## src/rtl/stsu_consts.vh

```
// Purpose: Constants for the software trace stimulus unit.
// Assumes: Byte addresses within the unit's own 4 KB register window.
// Notes:   Offsets, field positions, reset values and packet codes.
`ifndef STSU_CONSTS_VH
`define STSU_CONSTS_VH

// Implemented stimulus ports and their groups of eight.
`define STSU_NUM_PORTS      32
`define STSU_NUM_GROUPS     4

// Register byte offsets.
`define STSU_OFF_TER        12'he00
`define STSU_OFF_TPR        12'he40
`define STSU_OFF_TCR        12'he80

// Trace control register field positions.
`define STSU_TCR_GEN_BIT    0
`define STSU_TCR_TSEN_BIT   1
`define STSU_TCR_CSEL_BIT   4
`define STSU_TCR_PRE_LO     8
`define STSU_TCR_PRE_HI     9

// Reset values.
`define STSU_RST_TER        32'h0000_0000
`define STSU_RST_TPR        4'h0
`define STSU_RST_PRE        2'h0

// Access size codes on the register port.
`define STSU_SZ_BYTE        2'h0
`define STSU_SZ_HALF        2'h1
`define STSU_SZ_WORD        2'h2

// Packet kinds on the trace stream.
`define STSU_PK_STIM        2'h0
`define STSU_PK_WP          2'h1
`define STSU_PK_OVF         2'h2
`define STSU_PK_TS          2'h3

// Delta counter width and output buffer shape.
`define STSU_TS_W           28
`define STSU_FIFO_W         42
`define STSU_FIFO_D         8
`define STSU_FIFO_AW        3

`endif

```

## src/rtl/stsu_top.v

```verilog
// Purpose: Software trace stimulus unit with delta timestamps.
// Assumes: One clock at 50 MHz; line-out clock and idle come from another
//          domain and are synchronised here.
// Notes:   Register port completes every access in one cycle, never errs.
`timescale 1ns/1ns
`default_nettype none
`include "stsu_consts.vh"

module stsu_top (
    input  wire        clock,
    input  wire        rst,
    input  wire        bus_valid,
    input  wire        bus_write,
    input  wire        bus_priv,
    input  wire [1:0]  bus_size,
    input  wire [11:0] bus_addr,
    input  wire [31:0] bus_wdata,
    output wire [31:0] bus_rdata,
    output wire        bus_rvalid,
    input  wire        wp_valid,
    output wire        wp_ready,
    input  wire [31:0] wp_data,
    input  wire        dbg_halt,
    input  wire        lineout_clk,
    input  wire        port_idle,
    output wire        pkt_valid,
    input  wire        pkt_ready,
    output wire [1:0]  pkt_kind,
    output wire [7:0]  pkt_port,
    output wire [1:0]  pkt_size,
    output wire [31:0] pkt_data,
    output wire [1:0]  pkt_flags
);
    reg  [31:0]              ter_ff;
    reg  [3:0]               tpr_ff;
    reg                      gen_ff;
    reg                      tsen_ff;
    reg                      csel_ff;
    reg  [1:0]               pre_ff;
    reg  [31:0]              rdata_ff;
    reg                      rvalid_ff;
    reg                      wp_full_ff;
    reg  [31:0]              wp_buf_ff;
    reg                      ovf_pend_ff;
    reg                      ts_pend_ff;
    reg                      ts_late_ff;
    reg                      ev_late_ff;
    reg  [`STSU_TS_W-1:0]    cnt_ff;
    reg  [5:0]               div_ff;
    reg                      lo_s1_ff;
    reg                      lo_s2_ff;
    reg                      lo_s3_ff;
    reg                      idle_s1_ff;
    reg                      idle_s2_ff;
    reg                      out_valid_ff;
    reg  [1:0]               out_kind_ff;
    reg  [7:0]               out_port_ff;
    reg  [1:0]               out_size_ff;
    reg  [31:0]              out_data_ff;
    reg  [1:0]               out_flags_ff;
    reg  [31:0]              nxt_rdata;
    reg  [`STSU_TS_W-1:0]    nxt_cnt;
    reg  [5:0]               nxt_div;
    wire                     wr;
    wire                     in_stim;
    wire [4:0]               port;
    wire                     stim_ok;
    wire                     fifo_in_ready;
    wire                     fifo_push;
    wire                     fifo_out_valid;
    wire [`STSU_FIFO_W-1:0]  fifo_out_data;
    wire                     fifo_empty;
    wire [31:0]              wmask;
    wire                     wp_take;
    wire                     load;
    wire                     sel_ovf;
    wire                     sel_stim;
    wire                     sel_wp;
    wire                     sel_ts;
    wire                     ovf_set;
    wire                     ts_run;
    wire                     ts_hold;
    wire                     ts_tick;
    wire                     ts_wrap;
    wire                     ev;
    wire                     ts_ev;
    wire [5:0]               div_last;

    // Lanes of an aligned stimulus write that carry data.
    function [31:0] size_mask;
        input [1:0] size;
        begin
            case (size)
                `STSU_SZ_BYTE: size_mask = 32'h0000_00ff;
                `STSU_SZ_HALF: size_mask = 32'h0000_ffff;
                default:       size_mask = 32'hffff_ffff;
            endcase
        end
    endfunction

    // Port enable bits that the current access may write.
    function [31:0] group_mask;
        input [3:0] tpr;
        input       priv;
        integer     g;
        begin
            group_mask = 32'h0000_0000;
            for (g = 0; g < `STSU_NUM_GROUPS; g = g + 1) begin
                group_mask[g*8 +: 8] = {8{priv | tpr[g]}};
            end
        end
    endfunction

    // Smallest byte count holding the delta value, coded count minus one.
    function [1:0] ts_len;
        input [`STSU_TS_W-1:0] c;
        begin
            if (c[27:21] != 7'h00) begin
                ts_len = 2'h3;
            end else if (c[20:14] != 7'h00) begin
                ts_len = 2'h2;
            end else if (c[13:7] != 7'h00) begin
                ts_len = 2'h1;
            end else begin
                ts_len = 2'h0;
            end
        end
    endfunction

    assign wr      = bus_valid && bus_write;
    assign in_stim = (bus_addr[11:7] == 5'h00);
    assign port    = bus_addr[6:2];
    assign wmask   = group_mask(tpr_ff, bus_priv);
    assign stim_ok = wr && in_stim && gen_ff && ter_ff[port] &&
                     wmask[port];
    assign fifo_push = stim_ok && fifo_in_ready;
    assign ovf_set   = (stim_ok && !fifo_in_ready) || ts_wrap;

    stsu_fifo #(
        .WIDTH (`STSU_FIFO_W),
        .DEPTH (`STSU_FIFO_D),
        .AW    (`STSU_FIFO_AW)
    ) u_fifo (
        .clock     (clock),
        .rst       (rst),
        .in_valid  (fifo_push),
        .in_ready  (fifo_in_ready),
        .in_data   ({bus_size, 3'h0, port,
                     bus_wdata & size_mask(bus_size)}),
        .out_valid (fifo_out_valid),
        .out_ready (load && sel_stim),
        .out_data  (fifo_out_data),
        .empty     (fifo_empty)
    );

    // Registers; privileged writes need the enable, except the control word.
    always @(posedge clock) begin
        if (rst) begin
            ter_ff  <= `STSU_RST_TER;
            tpr_ff  <= `STSU_RST_TPR;
            gen_ff  <= 1'b0;
            tsen_ff <= 1'b0;
            csel_ff <= 1'b0;
            pre_ff  <= `STSU_RST_PRE;
        end else if (wr) begin
            if (bus_addr == `STSU_OFF_TER && gen_ff) begin
                ter_ff <= (ter_ff & ~wmask) | (bus_wdata & wmask);
            end
            if (bus_addr == `STSU_OFF_TPR && bus_priv &&
                gen_ff) begin
                tpr_ff <= bus_wdata[3:0];
            end
            if (bus_addr == `STSU_OFF_TCR && bus_priv) begin
                gen_ff  <= bus_wdata[`STSU_TCR_GEN_BIT];
                tsen_ff <= bus_wdata[`STSU_TCR_TSEN_BIT];
                csel_ff <= bus_wdata[`STSU_TCR_CSEL_BIT];
                pre_ff  <= bus_wdata[`STSU_TCR_PRE_HI:`STSU_TCR_PRE_LO];
            end
        end
    end

    // Reads are open to every access and never fault.
    always @* begin
        nxt_rdata = 32'h0000_0000;
        if (in_stim) begin
            nxt_rdata[0] = gen_ff && ter_ff[port] &&
                           fifo_in_ready;
        end else if (bus_addr == `STSU_OFF_TER) begin
            nxt_rdata = ter_ff;
        end else if (bus_addr == `STSU_OFF_TPR) begin
            nxt_rdata[3:0] = tpr_ff;
        end else if (bus_addr == `STSU_OFF_TCR) begin
            nxt_rdata[`STSU_TCR_GEN_BIT]  = gen_ff;
            nxt_rdata[`STSU_TCR_TSEN_BIT] = tsen_ff;
            nxt_rdata[`STSU_TCR_CSEL_BIT] = csel_ff;
            nxt_rdata[`STSU_TCR_PRE_HI:`STSU_TCR_PRE_LO] = pre_ff;
        end
    end

    always @(posedge clock) begin
        if (rst) begin
            rdata_ff  <= 32'h0000_0000;
            rvalid_ff <= 1'b0;
        end else begin
            rvalid_ff <= bus_valid && !bus_write;
            if (bus_valid && !bus_write) begin
                rdata_ff <= nxt_rdata;
            end
        end
    end

    assign bus_rdata  = rdata_ff;
    assign bus_rvalid = rvalid_ff;

    // Watchpoint traffic has its own one-entry buffer.
    assign wp_ready = !wp_full_ff;
    assign wp_take  = wp_valid && !wp_full_ff;

    always @(posedge clock) begin
        if (rst) begin
            wp_full_ff <= 1'b0;
            wp_buf_ff  <= 32'h0000_0000;
        end else if (wp_take) begin
            wp_full_ff <= 1'b1;
            wp_buf_ff  <= wp_data;
        end else if (load && sel_wp) begin
            wp_full_ff <= 1'b0;
        end
    end

    // Line-out clock and idle level cross into this domain.
    always @(posedge clock) begin
        if (rst) begin
            lo_s1_ff   <= 1'b0;
            lo_s2_ff   <= 1'b0;
            lo_s3_ff   <= 1'b0;
            idle_s1_ff <= 1'b1;
            idle_s2_ff <= 1'b1;
        end else begin
            lo_s1_ff   <= lineout_clk;
            lo_s2_ff   <= lo_s1_ff;
            lo_s3_ff   <= lo_s2_ff;
            idle_s1_ff <= port_idle;
            idle_s2_ff <= idle_s1_ff;
        end
    end

    // Divider last count for ratios of 1, 4, 16 and 64.
    assign div_last = (pre_ff == 2'h0) ? 6'h00 :
                      (pre_ff == 2'h1) ? 6'h03 :
                      (pre_ff == 2'h2) ? 6'h0f : 6'h3f;
    assign ts_run  = gen_ff && tsen_ff;
    assign ts_hold = csel_ff && idle_s2_ff;
    assign ts_tick = ts_run && (csel_ff ?
                     (lo_s2_ff && !lo_s3_ff && div_ff == div_last) :
                     !dbg_halt);
    assign ts_wrap = ts_tick && (cnt_ff == {`STSU_TS_W{1'b1}});
    assign ev      = fifo_push || wp_take;
    assign ts_ev   = ts_run && ev && (cnt_ff != {`STSU_TS_W{1'b0}});

    always @* begin
        nxt_div = div_ff;
        if (ts_hold || !csel_ff) begin
            nxt_div = 6'h00;
        end else if (ts_run && lo_s2_ff && !lo_s3_ff) begin
            nxt_div = (div_ff == div_last) ? 6'h00 : div_ff + 6'h01;
        end
        nxt_cnt = cnt_ff;
        if (ts_hold) begin
            nxt_cnt = {`STSU_TS_W{1'b0}};
        end else if (load && sel_ts) begin
            nxt_cnt = {`STSU_TS_W{1'b0}};
        end else if (ts_tick) begin
            nxt_cnt = cnt_ff + {{(`STSU_TS_W-1){1'b0}}, 1'b1};
        end
    end

    // Pending flags: a new event wins over the clear in the same cycle.
    always @(posedge clock) begin
        if (rst) begin
            cnt_ff      <= {`STSU_TS_W{1'b0}};
            div_ff      <= 6'h00;
            ovf_pend_ff <= 1'b0;
            ts_pend_ff  <= 1'b0;
            ts_late_ff  <= 1'b0;
            ev_late_ff  <= 1'b0;
        end else begin
            cnt_ff      <= nxt_cnt;
            div_ff      <= nxt_div;
            ovf_pend_ff <= (ovf_pend_ff && !(load && sel_ovf)) || ovf_set;
            ts_pend_ff  <= (ts_pend_ff && !(load && sel_ts)) ||
                           ts_ev || ts_wrap;
            if (ts_ev || ts_wrap) begin
                ev_late_ff <= !fifo_empty || wp_full_ff ||
                              out_valid_ff;
                ts_late_ff <= 1'b0;
            end else if (ts_pend_ff && load && !sel_ts &&
                         (sel_ovf || sel_stim || sel_wp)) begin
                ts_late_ff <= 1'b1;
            end
        end
    end

    // Output arbitration, overflow and stimulus before watchpoint, then time.
    assign load     = !out_valid_ff || pkt_ready;
    assign sel_ovf  = ovf_pend_ff;
    assign sel_stim = !ovf_pend_ff && fifo_out_valid;
    assign sel_wp   = !ovf_pend_ff && !fifo_out_valid && wp_full_ff;
    assign sel_ts   = !ovf_pend_ff && !fifo_out_valid && !wp_full_ff &&
                      ts_pend_ff;

    always @(posedge clock) begin
        if (rst) begin
            out_valid_ff <= 1'b0;
            out_kind_ff  <= `STSU_PK_STIM;
            out_port_ff  <= 8'h00;
            out_size_ff  <= 2'h0;
            out_data_ff  <= 32'h0000_0000;
            out_flags_ff <= 2'h0;
        end else if (load) begin
            out_valid_ff <= sel_ovf || sel_stim || sel_wp || sel_ts;
            out_flags_ff <= 2'h0;
            if (sel_ovf) begin
                out_kind_ff <= `STSU_PK_OVF;
                out_port_ff <= 8'h00;
                out_size_ff <= 2'h0;
                out_data_ff <= 32'h0000_0000;
            end else if (sel_stim) begin
                out_kind_ff <= `STSU_PK_STIM;
                out_size_ff <= fifo_out_data[41:40];
                out_port_ff <= fifo_out_data[39:32];
                out_data_ff <= fifo_out_data[31:0];
            end else if (sel_wp) begin
                out_kind_ff <= `STSU_PK_WP;
                out_port_ff <= 8'h00;
                out_size_ff <= `STSU_SZ_WORD;
                out_data_ff <= wp_buf_ff;
            end else if (sel_ts) begin
                out_kind_ff  <= `STSU_PK_TS;
                out_port_ff  <= 8'h00;
                out_size_ff  <= ts_len(cnt_ff);
                out_data_ff  <= {4'h0, cnt_ff};
                out_flags_ff <= {ts_late_ff, ev_late_ff};
            end
        end
    end

    assign pkt_valid = out_valid_ff;
    assign pkt_kind  = out_kind_ff;
    assign pkt_port  = out_port_ff;
    assign pkt_size  = out_size_ff;
    assign pkt_data  = out_data_ff;
    assign pkt_flags = out_flags_ff;
endmodule
`default_nettype wire

```

## src/rtl/stsu_fifo.v

```verilog
// Purpose: Shared stimulus output buffer with valid and ready on both sides.
// Assumes: Single clock, synchronous active high reset.
// Notes:   Depth must be a power of two matching the address width.
`timescale 1ns/1ns
`default_nettype none
module stsu_fifo #(
    parameter WIDTH = 42,
    parameter DEPTH = 8,
    parameter AW    = 3
) (
    input  wire             clock,
    input  wire             rst,
    input  wire             in_valid,
    output wire             in_ready,
    input  wire [WIDTH-1:0] in_data,
    output wire             out_valid,
    input  wire             out_ready,
    output wire [WIDTH-1:0] out_data,
    output wire             empty
);
    reg [WIDTH-1:0] mem_ff [0:DEPTH-1];
    reg [AW:0]      wr_ptr_ff;
    reg [AW:0]      rd_ptr_ff;
    wire            full;
    wire            push;
    wire            pop;

    assign full      = (wr_ptr_ff[AW] != rd_ptr_ff[AW]) &&
                       (wr_ptr_ff[AW-1:0] == rd_ptr_ff[AW-1:0]);
    assign empty     = (wr_ptr_ff == rd_ptr_ff);
    assign in_ready  = !full;
    assign out_valid = !empty;
    assign push      = in_valid && !full;
    assign pop       = out_ready && !empty;
    assign out_data  = mem_ff[rd_ptr_ff[AW-1:0]];

    // Storage words carry no reset; only the pointers define emptiness.
    always @(posedge clock) begin
        if (push) begin
            mem_ff[wr_ptr_ff[AW-1:0]] <= in_data;
        end
    end

    always @(posedge clock) begin
        if (rst) begin
            wr_ptr_ff <= {(AW+1){1'b0}};
            rd_ptr_ff <= {(AW+1){1'b0}};
        end else begin
            if (push) begin
                wr_ptr_ff <= wr_ptr_ff + 1'b1;
            end
            if (pop) begin
                rd_ptr_ff <= rd_ptr_ff + 1'b1;
            end
        end
    end
endmodule
`default_nettype wire

```

## config.mk

```make
export PLATFORM = sky130hd
export DESIGN_NAME = stsu_top
export DESIGN_NICKNAME = d
export VERILOG_FILES = /design/src/rtl/stsu_top.v /design/src/rtl/stsu_fifo.v
export VERILOG_INCLUDE_DIRS = /design/src /design/src/rtl
export SDC_FILE = /design/constraint.sdc
export NUM_CORES = 1
export LEC_CHECK = 0
export BUFFER_PORTS_ARGS = -buffer_cell sky130_fd_sc_hd__buf_2
export CORE_MARGIN = 8
export CORE_UTILIZATION = 64
export DETAILED_ROUTE_END_ITERATION = 7
export PLACE_DENSITY_LB_ADDON = 0.2
export SETUP_SLACK_MARGIN = 0.3
export SYNTH_ARGS = -nofsm -noshare
export SYNTH_HDL_FRONTEND = slang
export SYNTH_SLANG_ARGS = --single-unit
```

## constraint.sdc

```tcl
create_clock -name clock -period 19.16 [get_ports clock]
set_input_delay 3.832 -clock clock [delete_from_list [all_inputs] [get_ports clock]]
set_output_delay 3.832 -clock clock [all_outputs]
set_load 0.05 [all_outputs]
```

## Word-level counts from Yosys, hierarchy flattened

Memories as Yosys holds them, arrays and structs flattened. A register that Yosys moved wholly into a read port is not among the register bits.
Cells that the tools add are included.

- Register bits: 205
- Memory bits (writable): 312
- Input bits: 88
- Memories kept: 1

Memories:

| name | words | bits a word | rd ports | clocked after memory_dff | wr ports | RTL line | source |
|---|---|---|---|---|---|---|---|
| u_fifo.mem_ff | 8 | 39 | 1 | 1 | 1 | stsu_fifo.v:21 | `reg [WIDTH-1:0] mem_ff [0:DEPTH-1];` |

- Add/subtract/negate cells: 4
- Order comparisons: 1
- Equal/unequal tests: 11
- Multiplexer cells: 52
- Bitwise gates (word level): 9
- Reductions and logical operators: 83

Operator list:

| operator | number |
|---|---|
| 2-to-1 mux 32 bit | 4 |
| bitwise AND 32 bit | 3 |
| one-hot mux 32 bit (2 select lines) | 1 |
| logical AND 1 bit | 42 |
| 2-to-1 mux 2 bit | 20 |
| equality test 12 bit (second input constant) | 3 |
| 2-to-1 mux 8 bit | 4 |
| inverter 32 bit | 1 |
| OR 32 bit | 1 |
| 2-to-1 mux 31 bit | 1 |
| adder 28 x 1 -> 28 bit (second input constant) | 1 |
| equality test 28 bit (second input constant) | 1 |
| nonzero test 28 bit | 1 |
| 2-to-1 mux 6 bit | 4 |
| 2-to-1 mux 22 bit | 1 |
| nonzero test 7 bit | 3 |
| logical OR 1 bit | 13 |
| zero test 1 bit | 12 |
| 2-to-1 mux 1 bit | 11 |
| binary-select mux 1 bit (select 5 bit) | 2 |
| 2-to-1 mux 3 bit | 3 |
| adder 4 x 1 -> 4 bit (second input constant) | 2 |
| AND reduction 2 bit | 4 |
| adder 6 x 1 -> 6 bit (second input constant) | 1 |
| 15 further kinds | 21 |

## Logic depth before layout (Yosys ltp)

Gate-level depths: netlist (run 1).

- Word-level depth: 11
- Depth in mapped cells: 9
- Mapped depth without buffers: 8

## By module

From an unflattened synthesis (run 1), not the netlist that was laid out.

- Cells, all modules: 1657
- Area total of the unflattened synthesis: 22153.7 um^2

By module, submodules not included:

| module | instances | cells an instance | area each (um^2) | sequential area each (um^2) |
|---|---|---|---|---|
| stsu_fifo | 1 | 573 | 13375.3 | 10309.9 |
| stsu_top | 1 | 1084 | 8778.4 | 3943.8 |

## Least setup slack after synthesis (run 1)

Ideal clock, no wire load.

- Path kind: input -> register
- Start point: input port bus_addr[2]
- End point: memory u_fifo.mem_ff[0][0] (netlist name), enable pin
- Setup time: 0.533 ns
- Data arrival time: 8.619 ns
- Data required time: 18.627 ns
- Slack: 10.009 ns
- Cell stages on the path: 8
- Path buffers: 2
- Cell sequence: buf_6 buf_8 mux2i_1 a22oi_1 a21oi_1 nor2_1 nand3_1 nor4_1

- Longest elaborated chain between the ends: 8
- Elaborated cells on any way between the ends: 10
- Those cells by class: mux: 6; reduce/logical: 4

RTL lines:

| what | RTL line | source |
|---|---|---|
| from (decl) | stsu_top.v:16 | `input wire [11:0] bus_addr,` |
| binary-select mux 1 bit (select 5 bit) | stsu_top.v:134 | `assign stim_ok = wr && in_stim && gen_ff && ter_ff[port] &&` |
| 2-to-1 mux 1 bit (implied by the code) | stsu_top.v:134 |  |
| logical AND 1 bit | stsu_top.v:134 |  |
| logical AND 1 bit * | stsu_top.v:134 |  |
| logical AND 1 bit * | stsu_top.v:136 | `assign fifo_push = stim_ok && fifo_in_ready;` |
| logical AND 1 bit * | stsu_fifo.v:33 | `assign push = in_valid && !full;` |
| 2-to-1 mux 1 bit * | stsu_fifo.v:39 | `if (push) begin` |
| 2-to-1 mux 1 bit (implied by the code) * | stsu_fifo.v:40 | `mem_ff[wr_ptr_ff[AW-1:0]] <= in_data;` |
| to (decl) | stsu_fifo.v:21 |  |

Every way passes the cells marked *; elsewhere a longest branch is shown, timed or not. The select of a mux whose other input is x is not followed.

## Worst setup path in the final report (run 1)

- Start point: input port bus_addr[2]
- End point: memory u_fifo.mem_ff[5][17] (netlist name), enable pin

Same word-level chain as after synthesis.

==> metrics, run 1 <==
status=finished clean; gr usage total=a little over a quarter; Post-DP Area=22,300 sq um; CP Launch Type=primary input; Initial Util=65.0%; post-synthesis cell type count=59; synthesized instance count=1,558; post-CTS setup buffers=0; total core area=32,500 sq um; Pre-Repair DR Iteration Count=5; Post-Synth XOR/XNOR Area=1.57%; Worst path slowest cell=buf_4; leakage power=8.40 nW; met2 wire length=26,400 um; clock root buffer=clkbuf_16; fillers=2,118; Max-Cap Viols=0; Synth Warn #=0; DPL Wire Length=35,100 um; clock skew=0.0273 ns; most used cell, CP=nand3_1; minimum hold slack=just over 0.4 ns; power per cell area=~99 nW/um^2; final instance area=24,100 sq um; Sink Count=517; mux share of post-synthesis cell area=13.4%; WL/cell=24.5 um; largest family of logic cells by synthesized area=multiplexers; Clock transition at path regs=0.06 ns; worst-margin pin slew=1.23 ns; Req. time, crit path=19.36 ns; DRT antenna net count=0; asr flop ratio synth=0%; GPL Wtd Cong=0.881; max-slew violation count=0; worst-skew pair later-pin latency=0.58 ns; CP Buf/Inv Count=2; DP Worst Slack=12.46 ns; initial DRC count=1,374; RSZ-0062 raised after global routing=false; antenna violations before repair=0; most common cell after layout, fill and taps aside=edfxtp_1; commonest non-fill, non-tap cells in the layout=312 x edfxtp_1, 201 x dfxtp_1, 164 x buf_2; htree depth=2; worst vdd ir=0.0873 mV; Final Core Density=about three quarters; Layout area overhead=13.8%; max incr delay on CP=between 0.5 and 0.6 ns; post-synthesis compound-gate area fraction=8.47%; routed wire length=53,500 um; I/O pin count=169; IO Port Bufs=165; Fin. Hold Viols=0; most area-consuming cells after synthesis=edfxtp_1 44%, dfxtp_1 19%, mux4_2 8.6%; Slew HR=16.8%; largest net degree at the start of global routing=91; Remaining DRCs=0; die area=39,100 sq um; synthesized area=around 21,000 sq um; Simple-Gate Fraction of Synth Area=9.85%; Top FF cell, synth=edfxtp_1; Top Metal Used=met4; final worst setup slack=12.95 ns; number of synthesized flops with an enable pin=about 310; DR vias/cell=6.27; fin cells=2,181; Bufs on Longest Clock Path=3; detailed-routing wirelength on met1=21,600 um; CTS Buf Count=between 50 and 60; crit-path cells=buf_2 > mux4_2 > mux2_2 > nand2_1 > nand3_1 > nand3_1 > nor4_2 > buf_4; Post-Synth Adder-Cell Area=less than 1%; post-synthesis sequential area ratio=63.7%; PostCTS Resize Cnt=0; Max Fclk=0.161 GHz; Tmin final=6.21 ns; Min-Delay Path Class=flip-flop to flip-flop; crit path capture type=flip-flop; grt ovf=0; # rows=66; worst-path fanout max=39; chip height=198 um; # setup viols final=0; WP data arrival=roughly 6.4 ns; # nets final=1,789; CP Class=primary input to flip-flop; share of the synthesized area in the top cell type=44.3%; Total Power=2.39 mW; number of global-route vias before repair=approximately 13,000; routed length on met3=~3700 um; TritonCTS clock tree=built; die width=198 um; average footprint of a synthesized cell=13.6 sq um; final period utilization=approximately a third; Yosys reg bits=517; vias=~14,000; ANT cells=0; first-pass GRT wire length=80,800 um; hold_buf cts=0; largest area contributor in the netlist=edfxtp_1; layout cell share with drive strength beyond 1=22.8%; Setup TNS=0 ns; Worst path top cell family by delay=buffers and inverters; placed insts=2,084
Yosys cell counts (all sizes together) (3+ instances only):
library cell / n
or3: 14
nor3: 9
a211o: 3
a31oi: 7
clkbuf: 61
or2: 3
and3: 5
nor4: 14
a2111oi: 18
nor3b: 3
a21oi: 99
xor2: 5
o21ai: 14
a211oi: 34
buf: 47
and2: 18
edfxtp: 312
and4b: 3
dfxtp: 205
inv: 21
mux2: 4
nand2: 133
mux4: 81
mux2i: 96
nand3: 16
a2111o: 22
nor2: 152
nand4: 20
ha: 5
nand2b: 7
a22oi: 35
nor2b: 41
xnor2: 33
layout make-up:
cell class	count	area (sq um)	share of cell area, %
clock buffers	77	1480	6.14
clock inverters	20	270	1.12
inverters	21	78.8	0.328
multi-input cells	914	7170	29.8
flip-flops and latches	517	13500	56.0
well taps	442	553	2.30
repair buffers	190	1020	4.24
path summary, 6_finish.rpt:
path | from | to | slack (ns) | depth (start not counted)
worst max register to register | u_fifo.wr_ptr_ff[0] | pkt_size[1] | 15.51 | 8
worst min register to register | idle_s1_ff | idle_s2_ff | 0.41 | 1
worst max-delay path | bus_addr[2] | u_fifo.mem_ff[5][17] | 12.95 | 8
worst min-delay path | idle_s1_ff | idle_s2_ff | 0.41 | 1
power breakdown:
group	leakage, nW	internal (mW)	switching, mW
clock	0.850	0.605	0.422
combinational	3.07	0.0565	0.107
sequential	4.49	1.19	0.0118
sequential cells by signal, indices dropped and copies added, names as in the netlist, 2 cells and up, named ones only:
signal and flops:
u_fifo.mem_ff 312, bus_rdata 32, pkt_data 32, wp_buf_ff 32
cnt_ff 28, div_ff 6, pkt_port 5, tpr_ff 4
u_fifo.rd_ptr_ff 4, u_fifo.wr_ptr_ff 4, pkt_flags 2, pkt_kind 2
pkt_size 2, pre_ff 2
metal layers:
| metal | vias up | GRT usage, % |
|---|---|---|
| met5 | - | 0 |
| met2 | 657 | 45.0 |
| met1 | 6768 | 36.5 |
| li1 | 6136 | - |
| met3 | 105 | 3.58 |
| met4 | 0 | 9.71 |
cells by family (layout without fill, tap and decap cells):
family	after synthesis	count (layout)
AO/OA/AOI/OAI	244	244
XOR/XNOR	38	38
adder cells (fa/ha/maj)	5	5
buffers and inverters	129	308
flip-flops	517	517
multiplexers	181	181
other	1	3
AND/OR/NAND/NOR	443	443
Power figures use the tool's default switching activity.
==> run 2: changes to the inputs <==
--- a/config.mk
+++ b/config.mk
@@ -8,7 +8,7 @@
 export LEC_CHECK = 0
 export BUFFER_PORTS_ARGS = -buffer_cell sky130_fd_sc_hd__buf_2
 export CORE_MARGIN = 8
-export CORE_UTILIZATION = 64
+export CORE_UTILIZATION = 54
 export DETAILED_ROUTE_END_ITERATION = 7
 export PLACE_DENSITY_LB_ADDON = 0.2
 export SETUP_SLACK_MARGIN = 0.3
==> constraint.sdc (replaced) <==
create_clock -name clock -period 5.5 [get_ports clock]
set_input_delay 1.1 -clock clock [delete_from_list [all_inputs] [get_ports clock]]
set_output_delay 1.1 -clock clock [all_outputs]
set_load 0.05 [all_outputs]
==> run 2 against run 1 <==
Net effect: sequential share of layout area about the same; clock power rose to 3.3 times the previous value; flip-flop and latch count stayed put.
==> metrics, run 2 (same netlist as run 1, synthesis figures left out) <==
status=finished clean; first-pass GRT wire length=79,200 um (-1.9%); Remaining DRCs=0 (unchanged); Min-Delay Path Class=flip-flop to flip-flop; Layout area overhead=13.8% (about the same); largest net degree at the start of global routing=103 (+13%); power per cell area=339 nW/um^2 (+240%); IO Port Bufs=165 (unchanged); TritonCTS clock tree=built; grt ovf=0 (unchanged); Pre-Repair DR Iteration Count=5 (unchanged); clock root buffer=clkbuf_16; most common cell after layout, fill and taps aside=edfxtp_1; final worst setup slack=2.07 ns (-10.88 ns); Max Fclk=0.291 GHz; # rows=72 (+9.1%); # setup viols final=0 (unchanged); vias=13,367 (-2.2%); DPL Wire Length=34,900 um (-0.52%); RSZ-0062 raised after global routing=false; fin cells=2,259 (+3.6%); worst-margin pin slew=1.24 ns (+0.00757 ns); max-slew violation count=0 (unchanged); worst r2r path cells=6 (-2); final period utilization=between 60 and 70%; DR vias/cell=5.92 (-5.6%); I/O pin count=169 (unchanged); total core area=38,600 sq um (+19%); GPL Wtd Cong=0.897 (+1.9%); Initial Util=54.7% (-10 points); PostCTS Resize Cnt=0 (unchanged); ANT cells=0 (unchanged); gr usage total=22.8% (-4.3 points); initial DRC count=1,143 (-17%); Post-DP Area=22,400 sq um (+0.46%); Max-Cap Viols=0 (unchanged); placed insts=2,161 (+3.7%); CP Launch Type=primary input; CP Class=primary input to flip-flop; Tmin final=3.43 ns; area of the multi-input gates=7170 sq um (unchanged); antenna violations before repair=1 (+1); WL/cell=23.3 um (-5.2%); Final Core Density=62.2% (-12 points); WP data arrival=3.65 ns (-2.76 ns); max reg flops=312 (unchanged); number of global-route vias before repair=13,196 (-2.0%); final instance area=24,100 sq um (about the same); die width=214 um (+8.1%); Clock transition at path regs=0.06 ns (about the same); worst-path fanout max=39 (unchanged); die area=45,700 sq um (+17%); fillers=2,967 (+40%); Sink Count=517 (unchanged); DP Worst Slack=1.50 ns (-10.96 ns); crit path capture type=flip-flop; DRT antenna net count=0 (unchanged); Req. time, crit path=5.72 ns (-13.64 ns); Slew HR=17.0% (+0.16 points); CTS Buf Count=52 (unchanged); worst-skew pair later-pin latency=0.60 ns (+0.02 ns); worst vdd ir=0.267 mV (+210%); chip height=214 um (+8.1%); Fin. Hold Viols=0 (unchanged); hold_buf cts=0 (unchanged); layout cell share with drive strength beyond 1=22.5% (-0.37 points); leakage power=8.36 nW (-0.55%); # nets final=1,790 (+0.056%); commonest non-fill, non-tap cells in the layout=312 x edfxtp_1, 201 x dfxtp_1, 164 x buf_2; area occupied by registers=13,500 sq um (unchanged); Hold Crit Depth=1 (unchanged); post-CTS setup buffers=0 (unchanged); htree depth=2 (unchanged); clock skew=0.0172 ns (-0.0101 ns); Bufs on Longest Clock Path=3 (unchanged); routed wire length=52,500 um (-1.8%)
[run 2: cell types whose count changed in the layout (fill, tap and decap cells not counted), sizes merged]
cell,previous run,this run
buf,190,191
bufinv,5,3
clkbuf,77,65
clkinv,9,20
clkinvlp,3,4
inv,24,27
[run 2: where the power goes]
| group | total (mW) | internal (mW) | switching (mW) |
|---|---|---|---|
| clock network | 3.42 | 1.92 | 1.49 |
| registers | 4.19 | 4.14 | 0.0510 |
| logic | 0.560 | 0.199 | 0.361 |
| total | 8.16 | 6.26 | 1.90 |
[run 2: path summary, 6_finish.rpt]
kind,from,to,slack [ns]
hold / removal,idle_s1_ff,idle_s2_ff,0.41
hold reg to reg,idle_s1_ff,idle_s2_ff,0.41
setup / recovery,bus_addr[2],u_fifo.mem_ff[3][34],2.07
setup reg to reg,cnt_ff[17],ev_late_ff,2.25
[run 2: area by class of cell]
type | count | share of cell area, %
clock buffer | 65 | 5.70
inverter | 21 | 0.328
sequential | 517 | 56.0
multi-input combinational | 914 | 29.8
timing repair buffer | 191 | 4.27
tap | 518 | 2.69
clock inverter | 33 | 1.15
[run 2: worst max-delay path, cell delays in order]
cell and delay, ns:
buf_2 0.49, mux4_2 0.33, mux2_2 0.14, nand2_1 0.10
nand3_1 0.22, nand3_1 0.34, nor4_2 0.27, buf_4 0.60
[run 2: metal layers]
metal	global-route usage, %	wire length (um)	up-vias
met4	7.16	1340	2
met3	3.19	3340	82
met5	0	13	-
li1	-	-	6132
met2	37.3	25300	447
met1	31.4	22600	6704
[run 2: through the flow]
step	setup TNS [ns]	hold WS [ns]	total power [mW]
finish	0	0.411	8.16
global route	0	0.439	8.41
detailed placement	0	0.397	4.83
global placement	0	0.398	4.82
floorplan	-250.97	0.389	4.64
CTS	0	0.411	8.22
==> run 3: changes to the inputs <==
--- a/config.mk
+++ b/config.mk
@@ -8,7 +8,7 @@
 export LEC_CHECK = 0
 export BUFFER_PORTS_ARGS = -buffer_cell sky130_fd_sc_hd__buf_2
 export CORE_MARGIN = 8
-export CORE_UTILIZATION = 54
+export CORE_UTILIZATION = 60
 export DETAILED_ROUTE_END_ITERATION = 7
 export PLACE_DENSITY_LB_ADDON = 0.2
 export SETUP_SLACK_MARGIN = 0.3
==> constraint.sdc (replaced) <==
create_clock -name clock -period 3.4 [get_ports clock]
set_input_delay 0.68 -clock clock [delete_from_list [all_inputs] [get_ports clock]]
set_output_delay 0.68 -clock clock [all_outputs]
set_load 0.05 [all_outputs]
==> run 3 against run 2 <==
Net effect: wire length increased by 2.0%; via count is 2.2% higher; non-clock buffer count is 18 higher; flip-flop and latch count is the same; setup slack got worse by 1.3 ns; combinational power is 74% higher; die area fell by 9.3%; register-to-register slack got worse by 1.5 ns; utilization is 7.9 points higher; critical path depth fell by 1; first-iteration DRC count is 16% lower; power rose by 60%; critical path type is now flip-flop to flip-flop; largest power group unchanged.
==> metrics, run 3 (same netlist as run 1, synthesis figures left out) <==
status=finished clean; FF-to-FF setup slack=0.74 ns (-1.51 ns); max-slew violation count=0 (unchanged); die area=41,500 sq um (-9.3%); Hold Crit Depth=2 (+1); ANT cells=0 (unchanged); die width=204 um (-4.7%); Post-DP Area=22,700 sq um (+1.4%); Min-Delay Path Class=primary input to flip-flop; vias=13,660 (+2.2%); # nets final=1,807 (+0.95%); IO Port Bufs=165 (unchanged); PostCTS Resize Cnt=0 (unchanged); Gate power share=7.5% (+0.6 points); CP Class=flip-flop to flip-flop; Clock transition at path regs=0.06 ns (about the same); final instance area=24,300 sq um (+1.0%); crit path capture type=flip-flop; placed insts=2,116 (-2.1%); CTS Buf Count=51 (-1.9%); TritonCTS clock tree=built; CP Buf/Inv Count=1 (-1); Hold EP=idle_s1_ff; WL/cell=24.2 um (+4.2%); minimum hold slack=0.281 ns (-0.130 ns); worst-skew pair later-pin latency=0.59 ns (about the same); total net switching power=3.04 mW (+60%); max reg flops=312 (unchanged); fin cells=2,211 (-2.1%); clock root buffer=clkbuf_16; RSZ-0062 raised after global routing=false; sequential power share=51.8% (+0.5 points); worst-path fanout max=6 (-85%); Total Power=13.1 mW (+60%); Worst path slowest cell=o311ai_0; Initial Util=61.0% (+6.3 points); total core area=34,600 sq um (-10%); Fin. Hold Viols=0 (unchanged); routed wire length=53,600 um (+2.0%); max incr delay on CP=0.46 ns (-0.14 ns); internal power=10.0 mW (+60%); Clk network pwr share=40.8% (-1.1 points); layout cell share with drive strength beyond 1=23.6% (+1.1 points); CP Launch Type=flip-flop; FF-to-FF Start=cnt_ff[24]; DR vias/cell=6.18 (+4.4%); grt ovf=0 (unchanged); # setup viols final=0 (unchanged); Hold Crit Start=port_idle; largest net degree at the start of global routing=86 (-17%); I/O pin count=169 (unchanged); Bufs on Longest Clock Path=3 (unchanged); Layout area overhead=14.9%; antenna violations before repair=0 (-1); Setup TNS=0 ns (unchanged); worst-margin pin slew=0.824 ns (-0.416 ns); Net Sw Frac=23.3% (-0.033 points); gr usage total=25.6% (+2.8 points); worst r2r path cells=7 (+1); worst vdd ir=0.493 mV (+85%); # rows=68 (-5.6%); post-CTS setup buffers=0 (unchanged); commonest non-fill, non-tap cells in the layout=312 x edfxtp_1, 201 x dfxtp_1, 164 x buf_2; Pre-Repair DR Iteration Count=5 (unchanged); final period utilization=between 70 and 80%; chip height=204 um (-4.7%); Max Fclk=0.375 GHz; DPL Wire Length=35,800 um (+2.5%); RR Endpoint=ev_late_ff; Req. time, crit path=3.86 ns (-1.86 ns); crit-path cells=nor4_1 > nand4_1 > o311ai_0 > buf_4 > nor4b_2 > a211oi_2 > mux2_1; Tmin final=2.66 ns; DRT antenna net count=0 (unchanged); clock skew=0.0205 ns (+0.00324 ns); htree depth=2 (unchanged); leakage power=8.46 nW (+1.2%); Max-Cap Viols=0 (unchanged); initial DRC count=959 (-16%); first-pass GRT wire length=81,900 um (+3.4%); Sink Count=517 (unchanged); Remaining DRCs=0 (unchanged); Worst path top cell family by delay=compound AO/OA/AOI/OAI gates; most common cell after layout, fill and taps aside=edfxtp_1; hold_buf cts=0 (unchanged); GPL Wtd Cong=0.965 (+7.5%); power per cell area=537 nW/um^2 (+58%); WP data arrival=3.13 ns (-0.52 ns); Slew HR=43.7% (+27 points); number of global-route vias before repair=13,542 (+2.6%)
==> run 3: changes by cell type in the layout (fill, tap and decap cells not counted), sizes merged <==
| cell | before | now |
|---|---|---|
| buf | 191 | 209 |
| bufinv | 3 | 1 |
| clkbuf | 65 | 70 |
| clkinv | 20 | 14 |
| clkinvlp | 4 | 6 |
| inv | 27 | 25 |
==> run 3: area by class of cell <==
class | instances | area, sq um
flip-flops and latches | 517 | 13500
well taps | 455 | 569
repair buffers | 209 | 1330
inverters | 21 | 78.8
clock inverters | 25 | 188
multi-input cells | 914 | 7260
fillers | 2350 | 10300
clock buffers | 70 | 1390
==> run 3: worst reg2reg max path, stage by stage, from the launching register on <==
cell and delay, ns:
dfxtp_1 0.36, nor4_1 0.45, nand4_1 0.25, o311ai_0 0.46, buf_4 0.22, nor4b_2 0.06
a211oi_2 0.40, mux2_1 0.36
==> run 3: how the worst max path moves through the flow <==
stage | from | end | slack (ns) | depth (start not counted)
CTS | cnt_ff[24] | ev_late_ff | 0.72 | 7
floorplan | bus_addr[2] | u_fifo.mem_ff[0][0] | -0.11 | 8
detailed placement | bus_addr[2] | u_fifo.mem_ff[1][28] | 0.27 | 9
global route | cnt_ff[24] | ev_late_ff | 0.53 | 7
finish | cnt_ff[24] | ev_late_ff | 0.74 | 7
global placement | bus_addr[2] | u_fifo.mem_ff[7][19] | 0.34 | 8
==> run 3: stage by stage <==
stage | util [%] | setup slack (ns)
after floorplan | - | -0.110
after global placement | 65.6 | 0.338
after detailed placement | 65.6 | 0.268
after CTS | 70.2 | 0.725
after global routing | 70.2 | 0.532
final | 70.2 | 0.736
==> run 3: routing by layer <==
| layer | global-route usage, % | wire, um | up-vias |
|---|---|---|---|
| li1 | - | - | 6164 |
| met1 | 34.0 | 22100 | 6800 |
| met2 | 42.4 | 25900 | 585 |
| met3 | 3.82 | 3650 | 111 |
| met4 | 9.32 | 1860 | 0 |
| met5 | 0 | 0 | - |
==> run 3: power groups by stage <==
stage	logic, mW	clock network [mW]	registers (mW)
floorplan	0.581	0	6.94
global placement	0.957	0	6.89
detailed placement	0.974	0	6.89
CTS	0.981	5.38	6.76
global route	1.04	5.65	6.76
finish	0.975	5.32	6.76
